`src/common/clsf_pkg.sv`:
```
// Constants shared by the cascaded LED serial front end.
// Assumes the link is sampled by a single 100 MHz system clock.
package clsf_pkg;

  // ****************************************
  // Header layout
  // ****************************************
  localparam int HEAD_BITS = 24;
  localparam int SYNC_BITS = 8;
  localparam int CMD_BITS = 6;
  localparam int TALLY_BITS = 10;
  localparam logic [7:0] SYNC_PATTERN = 8'he8;
  localparam logic [4:0] HEAD_LAST_BIT = 5'h0f;
  localparam logic [4:0] FRAME_RISE_LIMIT = 5'h02;
  localparam logic [23:0] FRAME_OUT_PATTERN = 24'h00ffff;

  // ****************************************
  // Commands and data lengths
  // ****************************************
  typedef enum logic [1:0] {
    CMD_PWM = 2'h0,
    CMD_CALIBRATION = 2'h1,
    CMD_GLOBAL = 2'h2,
    CMD_CONFIG = 2'h3
  } clsf_cmd_type;
  localparam int DRIVER_OUTPUTS = 24;
  localparam int SHORT_DATA_BITS = 24;
  localparam int PWM_WIDTH_DEFAULT = 12;

  // ****************************************
  // Configuration byte
  // ****************************************
  localparam int CFG_QUARTER_POS = 4;
  localparam int CFG_OUTEN_POS = 3;
  localparam int CFG_CNT_RESET_POS = 2;
  localparam int CFG_WATCHDOG_POS = 1;
  localparam int CFG_MUX_POS = 0;
  localparam logic [7:0] CFG_RESET = 8'h00;

  // ****************************************
  // Own data buffer
  // ****************************************
  localparam int OWN_FIFO_WIDTH = 8;
  localparam int OWN_FIFO_DEPTH = 16;

endpackage : clsf_pkg

```
`src/rtl/clsf_sync.sv`:
```
// Two-flop synchroniser for a group of level inputs.
// Assumes inputs are asynchronous to clk_i.
`timescale 1ns/1ps
`default_nettype none
module clsf_sync #(
  parameter int WIDTH = 3
) (
  input wire logic clk_i,
  input wire logic nrst_i,
  input wire logic [WIDTH-1:0] async_i,
  output logic [WIDTH-1:0] sync_o
);

  typedef struct packed {
    logic [WIDTH-1:0] first;
    logic [WIDTH-1:0] second;
  } clsf_sync_type;

  clsf_sync_type s_reg;
  clsf_sync_type s_next;

  always_comb begin
    s_next = s_reg;
    s_next.first = async_i;
    s_next.second = s_reg.first;
  end

  always_ff @(posedge clk_i) begin
    if (!nrst_i) begin
      s_reg <= '0;
    end else begin
      s_reg <= s_next;
    end
  end

  assign sync_o = s_reg.second;

endmodule : clsf_sync
`default_nettype wire

```
`src/rtl/clsf_fifo.sv`:
```
// Synchronous FIFO with valid/ready on both sides and registered flags.
// Assumes one clock; DEPTH a power of two.
`timescale 1ns/1ps
`default_nettype none
module clsf_fifo #(
  parameter int WIDTH = 8,
  parameter int DEPTH = 16
) (
  input wire logic clk_i,
  input wire logic nrst_i,
  input wire logic in_valid_i,
  output logic in_ready_o,
  input wire logic [WIDTH-1:0] in_data_i,
  output logic out_valid_o,
  input wire logic out_ready_i,
  output logic [WIDTH-1:0] out_data_o
);

  localparam int AW = $clog2(DEPTH);

  if (DEPTH < 2 || (DEPTH & (DEPTH - 1)) != 0) begin : g_bad_depth
    $error("clsf_fifo: DEPTH must be a power of two of at least 2");
  end

  typedef struct packed {
    logic [AW-1:0] wr_ptr;
    logic [AW-1:0] rd_ptr;
    logic [AW:0] count;
    logic not_empty;
    logic not_full;
  } clsf_fifo_type;

  clsf_fifo_type s_reg;
  clsf_fifo_type s_next;
  logic [WIDTH-1:0] mem [DEPTH];
  logic push;
  logic pop;

  always_comb begin
    push = in_valid_i && s_reg.not_full;
    pop = out_ready_i && s_reg.not_empty;
    s_next = s_reg;
    if (push) begin
      s_next.wr_ptr = s_reg.wr_ptr + 1'b1;
    end
    if (pop) begin
      s_next.rd_ptr = s_reg.rd_ptr + 1'b1;
    end
    if (push && !pop) begin
      s_next.count = s_reg.count + 1'b1;
    end else if (pop && !push) begin
      s_next.count = s_reg.count - 1'b1;
    end
    s_next.not_empty = s_next.count != '0;
    s_next.not_full = s_next.count != (AW+1)'(DEPTH);
  end

  always_ff @(posedge clk_i) begin
    if (!nrst_i) begin
      s_reg <= '0;
      s_reg.not_full <= 1'b1;
    end else begin
      s_reg <= s_next;
    end
  end

  always_ff @(posedge clk_i) begin
    if (push) begin
      mem[s_reg.wr_ptr] <= in_data_i;
    end
  end

  assign in_ready_o = s_reg.not_full;
  assign out_valid_o = s_reg.not_empty;
  assign out_data_o = mem[s_reg.rd_ptr];

endmodule : clsf_fifo
`default_nettype wire

```
`src/rtl/clsf_frontend.sv`:
```
// Receive-and-forward front end of a cascadable LED driver serial link.
// Assumes the link clock is far slower than clk_i (at least 3 clk_i periods per half period).
//
// Overview of operation
// - Sample data and frame on link clock rises; update outputs on those rises.
// - A transfer is header, then data, then optional tail, in order.
// - Header and tail go downstream; own data is removed from the stream.
// - While frame is low, search incoming data for the alignment pattern.
// - Header is 24 bits: 8-bit pattern, 6-bit command, 10-bit fault tally.
// - After pattern 0xE8, the frame rise aligns internal frame timing.
// - Command field repeats the two command bits three times.
// - A faulty device adds exactly one to the passing fault tally.
// - D4 selects reduced global intensity; reset 0; ignored in 12-bit variant.
// - D3 enables outputs; clearing it disables drivers, settings kept.
// - D2 clears subframe and PWM counters, then returns to 0 itself.
// - D1 enables the watchdog; resets to 0.
// - D0 enables multiplex mode; resets to 0.
// - Chain position alone decides which data a device takes.
// - Commands: 00 PWM, 01 calibration, 10 global intensity, 11 configuration.
// - Configuration byte is sent three times and applies at once.
// - Command low bit 0 counts overtemperature, 1 counts open-LED faults.
`timescale 1ns/1ps
`default_nettype none
module clsf_frontend #(
  parameter int PWM_WIDTH = clsf_pkg::PWM_WIDTH_DEFAULT,
  parameter int FIFO_DEPTH = clsf_pkg::OWN_FIFO_DEPTH
) (
  input wire logic clk_i,
  input wire logic nrst_i,
  input wire logic upstream_clock_in_i,
  input wire logic upstream_data_in_i,
  input wire logic upstream_frame_in_i,
  input wire logic fault_overtemp_i,
  input wire logic fault_open_led_i,
  output logic downstream_clock_out_o,
  output logic downstream_data_out_o,
  output logic downstream_frame_out_o,
  output logic [1:0] command_o,
  output logic command_valid_o,
  output logic frame_error_o,
  output logic quarter_global_enable_o,
  output logic outputs_enable_o,
  output logic counter_reset_o,
  output logic watchdog_enable_o,
  output logic multiplex_enable_o,
  output logic [7:0] own_data_o,
  output logic own_valid_o,
  input wire logic own_ready_i,
  output logic own_overflow_o
);

  // ****************************************
  // Parameter checks and derived sizes
  // ****************************************
  if (PWM_WIDTH != 12 && PWM_WIDTH != 14) begin : g_bad_width
    $error("clsf_frontend: PWM_WIDTH must be 12 or 14");
  end

  localparam int NONMUX_BITS = clsf_pkg::DRIVER_OUTPUTS * PWM_WIDTH;
  localparam int MUX_BITS = 2 * NONMUX_BITS;
  localparam int LEN_W = $clog2(MUX_BITS + 1);

  typedef enum logic [3:0] {
    PH_HUNT = 4'b0001,
    PH_HEADER = 4'b0010,
    PH_OWN = 4'b0100,
    PH_FORWARD = 4'b1000
  } clsf_phase_type;

  typedef struct packed {
    clsf_phase_type phase;
    logic clk_prev;
    logic frame_prev;
    logic [23:0] shift;
    logic [4:0] head_cnt;
    logic rise_seen;
    logic [1:0] cmd;
    logic [23:0] head_out;
    logic [LEN_W-1:0] own_len;
    logic [LEN_W-1:0] own_cnt;
    logic [7:0] byte_sh;
    logic [2:0] bit_cnt;
    logic [23:0] cfg_sh;
    logic [23:0] pipe;
    logic [23:0] fpipe;
    logic dclk;
    logic dout;
    logic dframe;
    logic cmd_valid;
    logic frame_error;
    logic quarter;
    logic outen;
    logic cnt_reset;
    logic watchdog;
    logic multiplex_enable;
    logic push_valid;
    logic [7:0] push_data;
    logic overflow;
  } clsf_state_type;

  clsf_state_type s_reg;
  clsf_state_type s_next;

  // ****************************************
  // Helpers
  // ****************************************
  function automatic logic [7:0] vote3(input logic [7:0] a, input logic [7:0] b,
                                       input logic [7:0] c);
    vote3 = (a & b) | (a & c) | (b & c);
  endfunction : vote3

  function automatic logic [LEN_W-1:0] own_length(input logic [1:0] cmd, input logic multiplex_enable);
    logic [LEN_W-1:0] len;
    len = LEN_W'(clsf_pkg::SHORT_DATA_BITS);
    if (cmd == clsf_pkg::CMD_PWM) begin
      len = multiplex_enable ? LEN_W'(MUX_BITS) : LEN_W'(NONMUX_BITS);
    end
    own_length = len;
  endfunction : own_length

  // ****************************************
  // Input synchronisation
  // ****************************************
  logic [2:0] link_sync;
  logic fifo_in_ready;

  clsf_sync #(
    .WIDTH(3)
  ) u_sync (
    .clk_i(clk_i),
    .nrst_i(nrst_i),
    .async_i({upstream_clock_in_i, upstream_data_in_i, upstream_frame_in_i}),
    .sync_o(link_sync)
  );

  logic lclk;
  logic din;
  logic fin;
  logic tick;
  logic rise;
  logic [23:0] sh_n;
  logic [7:0] voted;
  logic [7:0] cmd_vote;
  logic [1:0] cmd_n;
  logic fault;
  logic [9:0] tally_n;
  logic [23:0] cfg_n;

  // ****************************************
  // Link state machine
  // ****************************************
  always_comb begin
    lclk = link_sync[2];
    din = link_sync[1];
    fin = link_sync[0];
    tick = lclk && !s_reg.clk_prev;
    rise = fin && !s_reg.frame_prev;
    sh_n = {s_reg.shift[22:0], din};
    cmd_vote = vote3({6'h00, sh_n[15:14]}, {6'h00, sh_n[13:12]},
                     {6'h00, sh_n[11:10]});
    cmd_n = cmd_vote[1:0];
    fault = cmd_n[0] ? fault_open_led_i : fault_overtemp_i;
    tally_n = sh_n[9:0] + {9'h000, fault};
    cfg_n = {s_reg.cfg_sh[22:0], din};
    voted = vote3(cfg_n[23:16], cfg_n[15:8], cfg_n[7:0]);
    s_next = s_reg;
    s_next.clk_prev = lclk;
    s_next.dclk = s_reg.clk_prev;
    s_next.cmd_valid = 1'b0;
    s_next.frame_error = 1'b0;
    s_next.cnt_reset = 1'b0;
    s_next.push_valid = 1'b0;
    if (s_reg.push_valid && !fifo_in_ready) begin
      s_next.overflow = 1'b1;
    end
    if (tick) begin
      s_next.frame_prev = fin;
      s_next.shift = sh_n;
      // Forwarding pipe drains old tail; zeros fill it while a header is held back
      s_next.pipe = {s_reg.pipe[22:0], din};
      s_next.fpipe = {s_reg.fpipe[22:0], fin};
      s_next.dout = s_reg.pipe[23];
      s_next.dframe = s_reg.fpipe[23];
      case (s_reg.phase)
        PH_HUNT: begin
          if (!fin || rise) begin
            if (sh_n[7:0] == clsf_pkg::SYNC_PATTERN) begin
              s_next.phase = PH_HEADER;
              s_next.head_cnt = '0;
              s_next.rise_seen = rise;
            end
          end
        end
        PH_HEADER: begin
          s_next.pipe = {s_reg.pipe[22:0], 1'b0};
          s_next.fpipe = {s_reg.fpipe[22:0], 1'b0};
          s_next.head_cnt = s_reg.head_cnt + 5'h01;
          if (rise && s_reg.head_cnt < clsf_pkg::FRAME_RISE_LIMIT) begin
            s_next.rise_seen = 1'b1;
          end
          // A rise two or more bits late is refused as well
          if (!s_reg.rise_seen && s_reg.head_cnt == clsf_pkg::FRAME_RISE_LIMIT) begin
            s_next.phase = PH_HUNT;
            s_next.frame_error = 1'b1;
          end else if (s_reg.rise_seen && !fin) begin
            s_next.phase = PH_HUNT;
            s_next.frame_error = 1'b1;
          end else if (s_reg.head_cnt == clsf_pkg::HEAD_LAST_BIT) begin
            s_next.phase = PH_OWN;
            s_next.cmd = cmd_n;
            s_next.cmd_valid = 1'b1;
            s_next.head_out = {clsf_pkg::SYNC_PATTERN, sh_n[15:10], tally_n};
            s_next.own_len = own_length(cmd_n, s_reg.multiplex_enable);
            s_next.own_cnt = '0;
            s_next.bit_cnt = '0;
          end
        end
        PH_OWN: begin
          s_next.pipe = {s_reg.pipe[22:0], 1'b0};
          s_next.fpipe = {s_reg.fpipe[22:0], 1'b0};
          s_next.byte_sh = {s_reg.byte_sh[6:0], din};
          s_next.bit_cnt = s_reg.bit_cnt + 3'h1;
          s_next.cfg_sh = cfg_n;
          s_next.own_cnt = s_reg.own_cnt + 1'b1;
          if (s_reg.bit_cnt == 3'h7) begin
            s_next.push_valid = 1'b1;
            s_next.push_data = {s_reg.byte_sh[6:0], din};
          end
          if (!fin) begin
            s_next.phase = PH_HUNT;
            s_next.frame_error = 1'b1;
          end else if (s_reg.own_cnt == s_reg.own_len - 1'b1) begin
            s_next.phase = PH_FORWARD;
            // Header goes out now, ahead of the next device's data
            s_next.pipe = s_reg.head_out;
            s_next.fpipe = clsf_pkg::FRAME_OUT_PATTERN;
            s_next.dout = 1'b0;
            s_next.dframe = 1'b0;
            if (s_reg.cmd == clsf_pkg::CMD_CONFIG) begin
              s_next.quarter = (PWM_WIDTH == 12) ? 1'b0 : voted[clsf_pkg::CFG_QUARTER_POS];
              s_next.outen = voted[clsf_pkg::CFG_OUTEN_POS];
              s_next.cnt_reset = voted[clsf_pkg::CFG_CNT_RESET_POS];
              s_next.watchdog = voted[clsf_pkg::CFG_WATCHDOG_POS];
              s_next.multiplex_enable = voted[clsf_pkg::CFG_MUX_POS];
            end
          end
        end
        PH_FORWARD: begin
          if (!fin) begin
            s_next.phase = PH_HUNT;
          end
        end
        default: begin
          s_next.phase = PH_HUNT;
        end
      endcase
    end
  end

  always_ff @(posedge clk_i) begin
    if (!nrst_i) begin
      s_reg <= '0;
      s_reg.phase <= PH_HUNT;
      s_reg.quarter <= clsf_pkg::CFG_RESET[clsf_pkg::CFG_QUARTER_POS];
      s_reg.outen <= clsf_pkg::CFG_RESET[clsf_pkg::CFG_OUTEN_POS];
      s_reg.watchdog <= clsf_pkg::CFG_RESET[clsf_pkg::CFG_WATCHDOG_POS];
      s_reg.multiplex_enable <= clsf_pkg::CFG_RESET[clsf_pkg::CFG_MUX_POS];
    end else begin
      s_reg <= s_next;
    end
  end

  // ****************************************
  // Own data buffer
  // ****************************************
  logic [7:0] fifo_out_data;
  logic fifo_out_valid;

  clsf_fifo #(
    .WIDTH(clsf_pkg::OWN_FIFO_WIDTH),
    .DEPTH(FIFO_DEPTH)
  ) u_fifo (
    .clk_i(clk_i),
    .nrst_i(nrst_i),
    .in_valid_i(s_reg.push_valid),
    .in_ready_o(fifo_in_ready),
    .in_data_i(s_reg.push_data),
    .out_valid_o(fifo_out_valid),
    .out_ready_i(own_ready_i),
    .out_data_o(fifo_out_data)
  );

  // ****************************************
  // Outputs
  // ****************************************
  assign downstream_clock_out_o = s_reg.dclk;
  assign downstream_data_out_o = s_reg.dout;
  assign downstream_frame_out_o = s_reg.dframe;
  assign command_o = s_reg.cmd;
  assign command_valid_o = s_reg.cmd_valid;
  assign frame_error_o = s_reg.frame_error;
  assign quarter_global_enable_o = s_reg.quarter;
  assign outputs_enable_o = s_reg.outen;
  assign counter_reset_o = s_reg.cnt_reset;
  assign watchdog_enable_o = s_reg.watchdog;
  assign multiplex_enable_o = s_reg.multiplex_enable;
  assign own_data_o = fifo_out_data;
  assign own_valid_o = fifo_out_valid;
  assign own_overflow_o = s_reg.overflow;

endmodule : clsf_frontend
`default_nettype wire

```
`config.mk`:
```
export PLATFORM = sky130hd
export DESIGN_NAME = clsf_frontend
export DESIGN_NICKNAME = d
export VERILOG_FILES = /design/src/common/clsf_pkg.sv /design/src/rtl/clsf_sync.sv /design/src/rtl/clsf_fifo.sv /design/src/rtl/clsf_frontend.sv
export SDC_FILE = /design/constraint.sdc
export NUM_CORES = 1
export LEC_CHECK = 0
export ABC_CLOCK_PERIOD_IN_PS = 2000
export BUFFER_PORTS_ARGS = -buffer_cell sky130_fd_sc_hd__buf_2
export CORE_UTILIZATION = 46
export DETAILED_ROUTE_END_ITERATION = 8
export PLACE_DENSITY = 0.65
export SYNTH_ARGS = -nofsm -noshare
export SYNTH_HDL_FRONTEND = slang
export SYNTH_SLANG_ARGS = --single-unit
```
`constraint.sdc`:
```
create_clock -name clk_i -period 2 [get_ports clk_i]
set_input_delay 0.1 -clock clk_i [delete_from_list [all_inputs] [get_ports clk_i]]
set_output_delay 0.1 -clock clk_i [all_outputs]
set_load 0.02 [all_outputs]
```
==> impl_results.md, run 1 <==
* Post-Route WL at 26800 um
* FF-to-FF path depth at 8
* Area taken by flip-flops and latches at 0.00732 mm^2
* Mean post-synth cell area at 11.4 um^2
* Vias at 8335
* Vias per cell at 5.50
* Top delay family on crit path: multiplexers
* Slew Viols, Final at 0
* Crit path DAT at 2380 ps
* Syn Inst Count at 1078
* P&R area growth vs syn at 20.6%
* Core Rows at 59
* Total Nets Final at 1181
* DRT iter0 DRCs at 567
* WL per Instance at 17.7 um
* Initial Util at 0.470
* Post-synth cell types at 61
* Sequential fraction of the synthesis area at 0.597
* DRC at 0
* Startpoint types: flop
* Final setup violation count at 13
* Largest net degree at the start of global routing at 79
* Max stage delay on crit path at 550 ps
* First-pass GRT wire length at 42200 um
* Period minus WS final at 2480 ps
* Clock sink count at 301
* Failing checks: setup timing
* R2r startpoint: s_reg[150]
* Slowest cell on crit path: mux4_2
* Final instance area at 0.0148 mm^2
* HPWL after DPL at 16100 um
* Fill count at 2160
* Pwr dens at 892 mW/mm^2
* Syn. warnings at 0
* GP Congestion at 0.804
* Clk Latency, worst-skew pair at 570 ps
* Die Ht at 165 um
* FF-to-FF End: s_reg[108]
* Leakage power at 0.00493 uW
* Critical path buffers and inverters at 2
* Detail Route Antenna Nets at 0
* Leading cell types in the layout, fill and taps excluded: dfxtp_1, nand2_1, edfxtp_1
* Hold WC Path Type: in -> reg
* CP Capture Point: own_data_o[6]
* Vias in the first global route at 8040
* Die width at 165 um
* Final hold vios at 0
* CTS Buf Count at 31
* Placed Area at 0.0132 mm^2
* I/O pin count at 30
* Yosys reg bits at 301
* RSZ-0062 raised after global routing: yes
* Tcrit/Tclk final at 1.24
* Slew headroom at 0.551
* Root buffer cell: clkbuf_16
* Synth async-reset ratio at 0
* Share of layout cells above drive strength 1 at 0.240
* CTS tree: built
* Max Cap Violations at 0
* Place WS at -60.5 ps
* Net count after synthesis at 1103
* Most common cell after layout, fill and taps aside: dfxtp_1
* Post-synth EDFFs at 128
* Die area at 0.0273 mm^2
* Layout Skew at 8.72 ps
* Fin worst setup slack at -477 ps
* Slew of the pin with the lowest slew margin at 673 ps
* Max reg flops at 128
* CP Max Fanout at 12
* Worst VDD drop at 851 uV
* Setup CP Type: reg -> out
* WP depth at 4
* CP Cell Sequence: buf_12 > mux4_2 > mux4_2 > buf_2
* Max clock buf depth at 3
* H-tree levels at 1
* Hold wc startpoint: fault_open_led_i
* CP most frequent cell: mux4_2
* Initial antenna violation count at 0
* Primary FF master, synth: dfxtp_1
* Fmax at 404 MHz
* CP Data Required Time at 1900 ps
* DR pass1 iterations at 5
* Post-Synthesis Cell Area at 0.0122 mm^2
* Multi-input gate area at 0.00486 mm^2
* Ant. Diodes at 0
* Crit. End Element: primary output
* CORE AREA at 0.0261 mm^2
* Clk slew on worst S/H paths at 60 ps
* Gr usage total at 0.197
* Port buffer count at 28
* R2R setup slack at -20 ps
* Status: finished with violations
* Grt total ovfl at 0
==> worst min-delay path, cell delays in order <==
cell     delay, ps
buf_2           90
mux2_2         170
ha_4           120
nand2_1         40
a21oi_1        120
==> routing by layer <==
layer	GRT usage	up-vias	part of all wire
li1	-	4087	-
met1	0.260	4057	0.44
met2	0.340	151	0.50
met3	0.0270	40	0.041
met4	0.0500	0	0.018
met5	0	-	0
==> area by class of cell <==
cell class | instances | area share
clock buffers | 47 | 0.0593
clock inverters | 11 | 0.00678
inverters | 15 | 0.00390
multi-input cells | 684 | 0.329
flip-flops and latches | 301 | 0.496
well taps | 335 | 0.0284
repair buffers | 123 | 0.0772
==> cell usage after synthesis (4+ instances only) <==
| master | instances | share of area |
|---|---|---|
| dfxtp_1 | 173 | 0.28 |
| nand2_1 | 149 | 0.046 |
| edfxtp_1 | 128 | 0.31 |
| a21oi_1 | 118 | 0.048 |
| nor2_1 | 71 | 0.022 |
| o21ai_0 | 57 | 0.023 |
| clkbuf_1 | 48 | 0.015 |
| nand3_1 | 43 | 0.018 |
| mux4_2 | 40 | 0.074 |
| a31oi_1 | 22 | 0.011 |
| xnor2_1 | 20 | 0.014 |
| ha_1 | 17 | 0.017 |
| o211ai_1 | 15 | 0.0092 |
| inv_1 | 14 | 0.0043 |
| buf_2 | 11 | 0.0045 |
| xor2_1 | 11 | 0.0079 |
| and2_1 | 9 | 0.0046 |
| and3_1 | 8 | 0.0041 |
| buf_1 | 8 | 0.0025 |
| nor2b_1 | 8 | 0.0041 |
| nor3_1 | 8 | 0.0033 |
| a211oi_2 | 7 | 0.0071 |
| a211oi_1 | 6 | 0.0037 |
| buf_4 | 6 | 0.0037 |
| maj3_1 | 6 | 0.0049 |
| mux2i_1 | 6 | 0.0049 |
| buf_6 | 5 | 0.0046 |
| nand2b_1 | 5 | 0.0026 |
| nand4_1 | 5 | 0.0026 |
| or4_1 | 5 | 0.0031 |
| o31ai_1 | 4 | 0.0025 |
==> report_power, final <==
part	total, uW	internal [uW]	switching (uW)
Combinational	1120	557	558
Clock	5510	3160	2360
Sequential	6550	6460	93.6
==> how the worst min path moves through the flow <==
stage,end,slack (ps),cells past startpoint
after CTS,s_reg[123],50,5
after global routing,s_reg[123],120,5
final,s_reg[123],100,5
after global placement,u_sync.s_next[1],310,2
after detailed placement,u_sync.s_next[1],320,2
after floorplan,u_sync.s_next[0],230,1
==> kinds of logic after synthesis <==
kind of cell | synth area share
simple gates | 0.122
xor+xnor | 0.0222
mux | 0.0794
flops | 0.597
compound gates | 0.123
other cells | 0.000306
buf+inv | 0.0345
fa+ha+maj | 0.0223
==> metrics by stage <==
step,hold slack (ps),utilization,TNS (ps),std cells,power [uW]
after floorplan,227,-,-63.8,1078,7440
after global placement,309,0.507,-19.4,1440,7700
after detailed placement,317,0.507,-1520,1440,7720
after CTS,47.4,0.554,-3990,1512,13300
after global routing,125,0.567,-8040,1516,13600
final,100,0.567,-3690,1516,13200
==> timing repair <==
item	in CTS	in global routing
gates cloned	3	2
setup endpoints to repair	64	70
pin swaps	14	58
gates resized for setup	23	65
setup buffers	7	3
hold buffers	5	0
endpoints found under the hold margin	13	0
(Power assumes the default switching activity.)
==> run 2, diff against run 1 <==
CORE_UTILIZATION = 55   (was 46)
PLACE_DENSITY = 0.75   (was 0.65)
==> run 2 against run 1 <==
  * The flow still finishes with violations (setup timing)
  * Clock power is 3% lower
  * Final cell count is 4.2% lower
  * Core utilization is 11 points higher
  * Count of clock-buffer cells in the layout is 2 lower
  * Sequential cell count stayed put
  * Via count is 1.9% higher
  * Power is 0.79% lower
  * Largest cell class unchanged
  * First-iteration DRC count is 5.3% lower
  * Combinational power is 5% higher
  * Final area hardly changed
==> impl_results.md, run 2 (synthesis gave the netlist of run 1 again) <==
* DRT iter0 DRCs at 537 (-5.3%)
* Max clock buf depth at 3 (unchanged)
* Total Nets Final at 1178 (-0.25%)
* GP Congestion at 0.803 (about the same)
* Pwr dens at 885 mW/mm^2 (-0.80%)
* Root buffer cell: clkbuf_16
* Status: finished with violations
* Slew of the pin with the lowest slew margin at 684 ps (+11.1 ps)
* Vias per cell at 5.84 (+6.3%)
* Fin worst setup slack at -426 ps (+51.3 ps)
* Largest net degree at the start of global routing at 40 (-49%)
* Final setup violation count at 50 (+37)
* WL per Instance at 18.7 um (+5.8%)
* Initial Util at 0.561 (+0.0912)
* Core Rows at 54 (-8.5%)
* Critical path buffers and inverters at 2 (unchanged)
* Tcrit/Tclk final at 1.21 (-0.0256)
* Final Hold Slack at 136 ps (+36.0 ps)
* Top delay family on crit path: multiplexers
* Die width at 151 um (-8.4%)
* Max reg flops at 128 (unchanged)
* Hold WC Path Type: in -> reg
* Slew Viols, Final at 0 (unchanged)
* Die area at 0.0229 mm^2 (-16%)
* DRC at 0 (unchanged)
* Share of layout cells above drive strength 1 at 0.249 (+0.00846)
* Layout Utilization at 0.677 (+0.110)
* Slowest cell on crit path: mux4_2
* Max stage delay on crit path at 530 ps (-20 ps)
* Most common cell after layout, fill and taps aside: dfxtp_1
* Gr usage total at 0.229 (+0.0325)
* Vias in the first global route at 8153 (+1.4%)
* Post-Route WL at 27200 um (+1.4%)
* Leakage power at 0.00499 uW (+1.2%)
* Setup CP Type: reg -> out
* Final instance area at 0.0148 mm^2 (about the same)
* Fmax at 412 MHz (+2.1%)
* Layout Skew at 11.1 ps (+2.40 ps)
* Initial antenna violation count at 0 (unchanged)
* First-pass GRT wire length at 41200 um (-2.4%)
* Leading cell types in the layout, fill and taps excluded: dfxtp_1, nand2_1, edfxtp_1
* Port buffer count at 28 (unchanged)
* HPWL after DPL at 15900 um (-1.0%)
* Failing checks: setup timing
* Grt total ovfl at 0 (unchanged)
* CP Cell Sequence: buf_12 > mux4_2 > mux4_2 > buf_6
* Ant. Diodes at 0 (unchanged)
* Startpoint types: flop
* Max Cap Violations at 0 (unchanged)
* Crit path DAT at 2330 ps (-50 ps)
* RSZ-0062 raised after global routing: yes
* Clk slew on worst S/H paths at 60 ps (about the same)
* CORE AREA at 0.0218 mm^2 (-16%)
* Clk Latency, worst-skew pair at 540 ps (-30 ps)
* P&R area growth vs syn at 20.6% (about the same)
* Detail Route Antenna Nets at 0 (unchanged)
* Clock sink count at 301 (unchanged)
* H-tree levels at 1 (unchanged)
* CTS tree: built
* Crit. End Element: primary output
* CP Data Required Time at 1900 ps (about the same)
* Worst VDD drop at 877 uV (+3.0%)
* DR pass1 iterations at 6 (+1)
* Fill count at 1547 (-28%)
* CTS Buf Count at 30 (-3.2%)
* Period minus WS final at 2430 ps (-51.3 ps)
* Vias at 8490 (+1.9%)
* I/O pin count at 30 (unchanged)
* CP Max Fanout at 7 (-5)
* Placed Area at 0.0131 mm^2 (-0.75%)
* Die Ht at 151 um (-8.4%)
* CP most frequent cell: mux4_2
* Slew headroom at 0.544 (-0.00738)
* Final hold vios at 0 (unchanged)
-- run 2: where the power goes --
group          switching, uW  leakage [uW]  internal (uW)
registers                100       0.00259           6460
logic                    565       0.00194            610
clock network           2210      0.000462           3130
total                   2880       0.00499          10200
-- run 2: timing repair --
action	4_1_cts	5_1_grt
setup buffers	2	5
hold buffers	5	0
gates resized for setup	11	111
endpoints found under the setup margin	57	90
pin swaps	3	45
cloned	0	9
endpoints found under the hold margin	16	0
-- run 2: path summary, 6_finish.rpt --
check                     endpoint  slack [ps]              from  cells after the start
min                     s_reg[123]         140  fault_overtemp_i                      5
max                  own_data_o[6]        -430              flop                      4
max reg2reg  downstream_data_out_o        -170        s_reg[117]                     10
min reg2reg       u_sync.sync_o[2]         440  u_sync.s_next[2]                      1
-- run 2: tightest hold or removal path: stages --
cell and delay [ps]:
buf_2 90, mux2_4 140, ha_2 130, nand2_1 50, a21oi_1 120
-- run 2: metal layers --
metal | routed length, um | part of all wire | track usage | up-vias
met5 | 0 | 0 | 0 | -
met4 | 716 | 0.026 | 0.0595 | 0
met3 | 960 | 0.035 | 0.0289 | 48
met2 | 14000 | 0.52 | 0.411 | 207
met1 | 11400 | 0.42 | 0.291 | 4176
li1 | - | - | - | 4059
-- run 2: cell type report --
type | count | area, um^2 | area share
sequential | 301 | 7320 | 0.496
multi-input combinational | 684 | 4920 | 0.333
timing repair buffer | 121 | 1180 | 0.0801
clock buffer | 45 | 878 | 0.0594
tap | 280 | 350 | 0.0237
clock inverter | 7 | 61.3 | 0.00415
inverter | 15 | 60.1 | 0.00406
-- run 2: metrics by stage --
stage / setup slack, ps / instances / total power (uW) / setup TNS [ps]
2_1_floorplan: -63.8 / 1078 / 7440 / -63.8
3_3_place_gp: -83.1 / 1381 / 7730 / -91.7
5_1_grt: -493 / 1453 / 13500 / -8840
4_1_cts: -469 / 1440 / 13100 / -3510
3_5_place_dp: -111 / 1381 / 7760 / -874
6_report: -426 / 1453 / 13100 / -6100
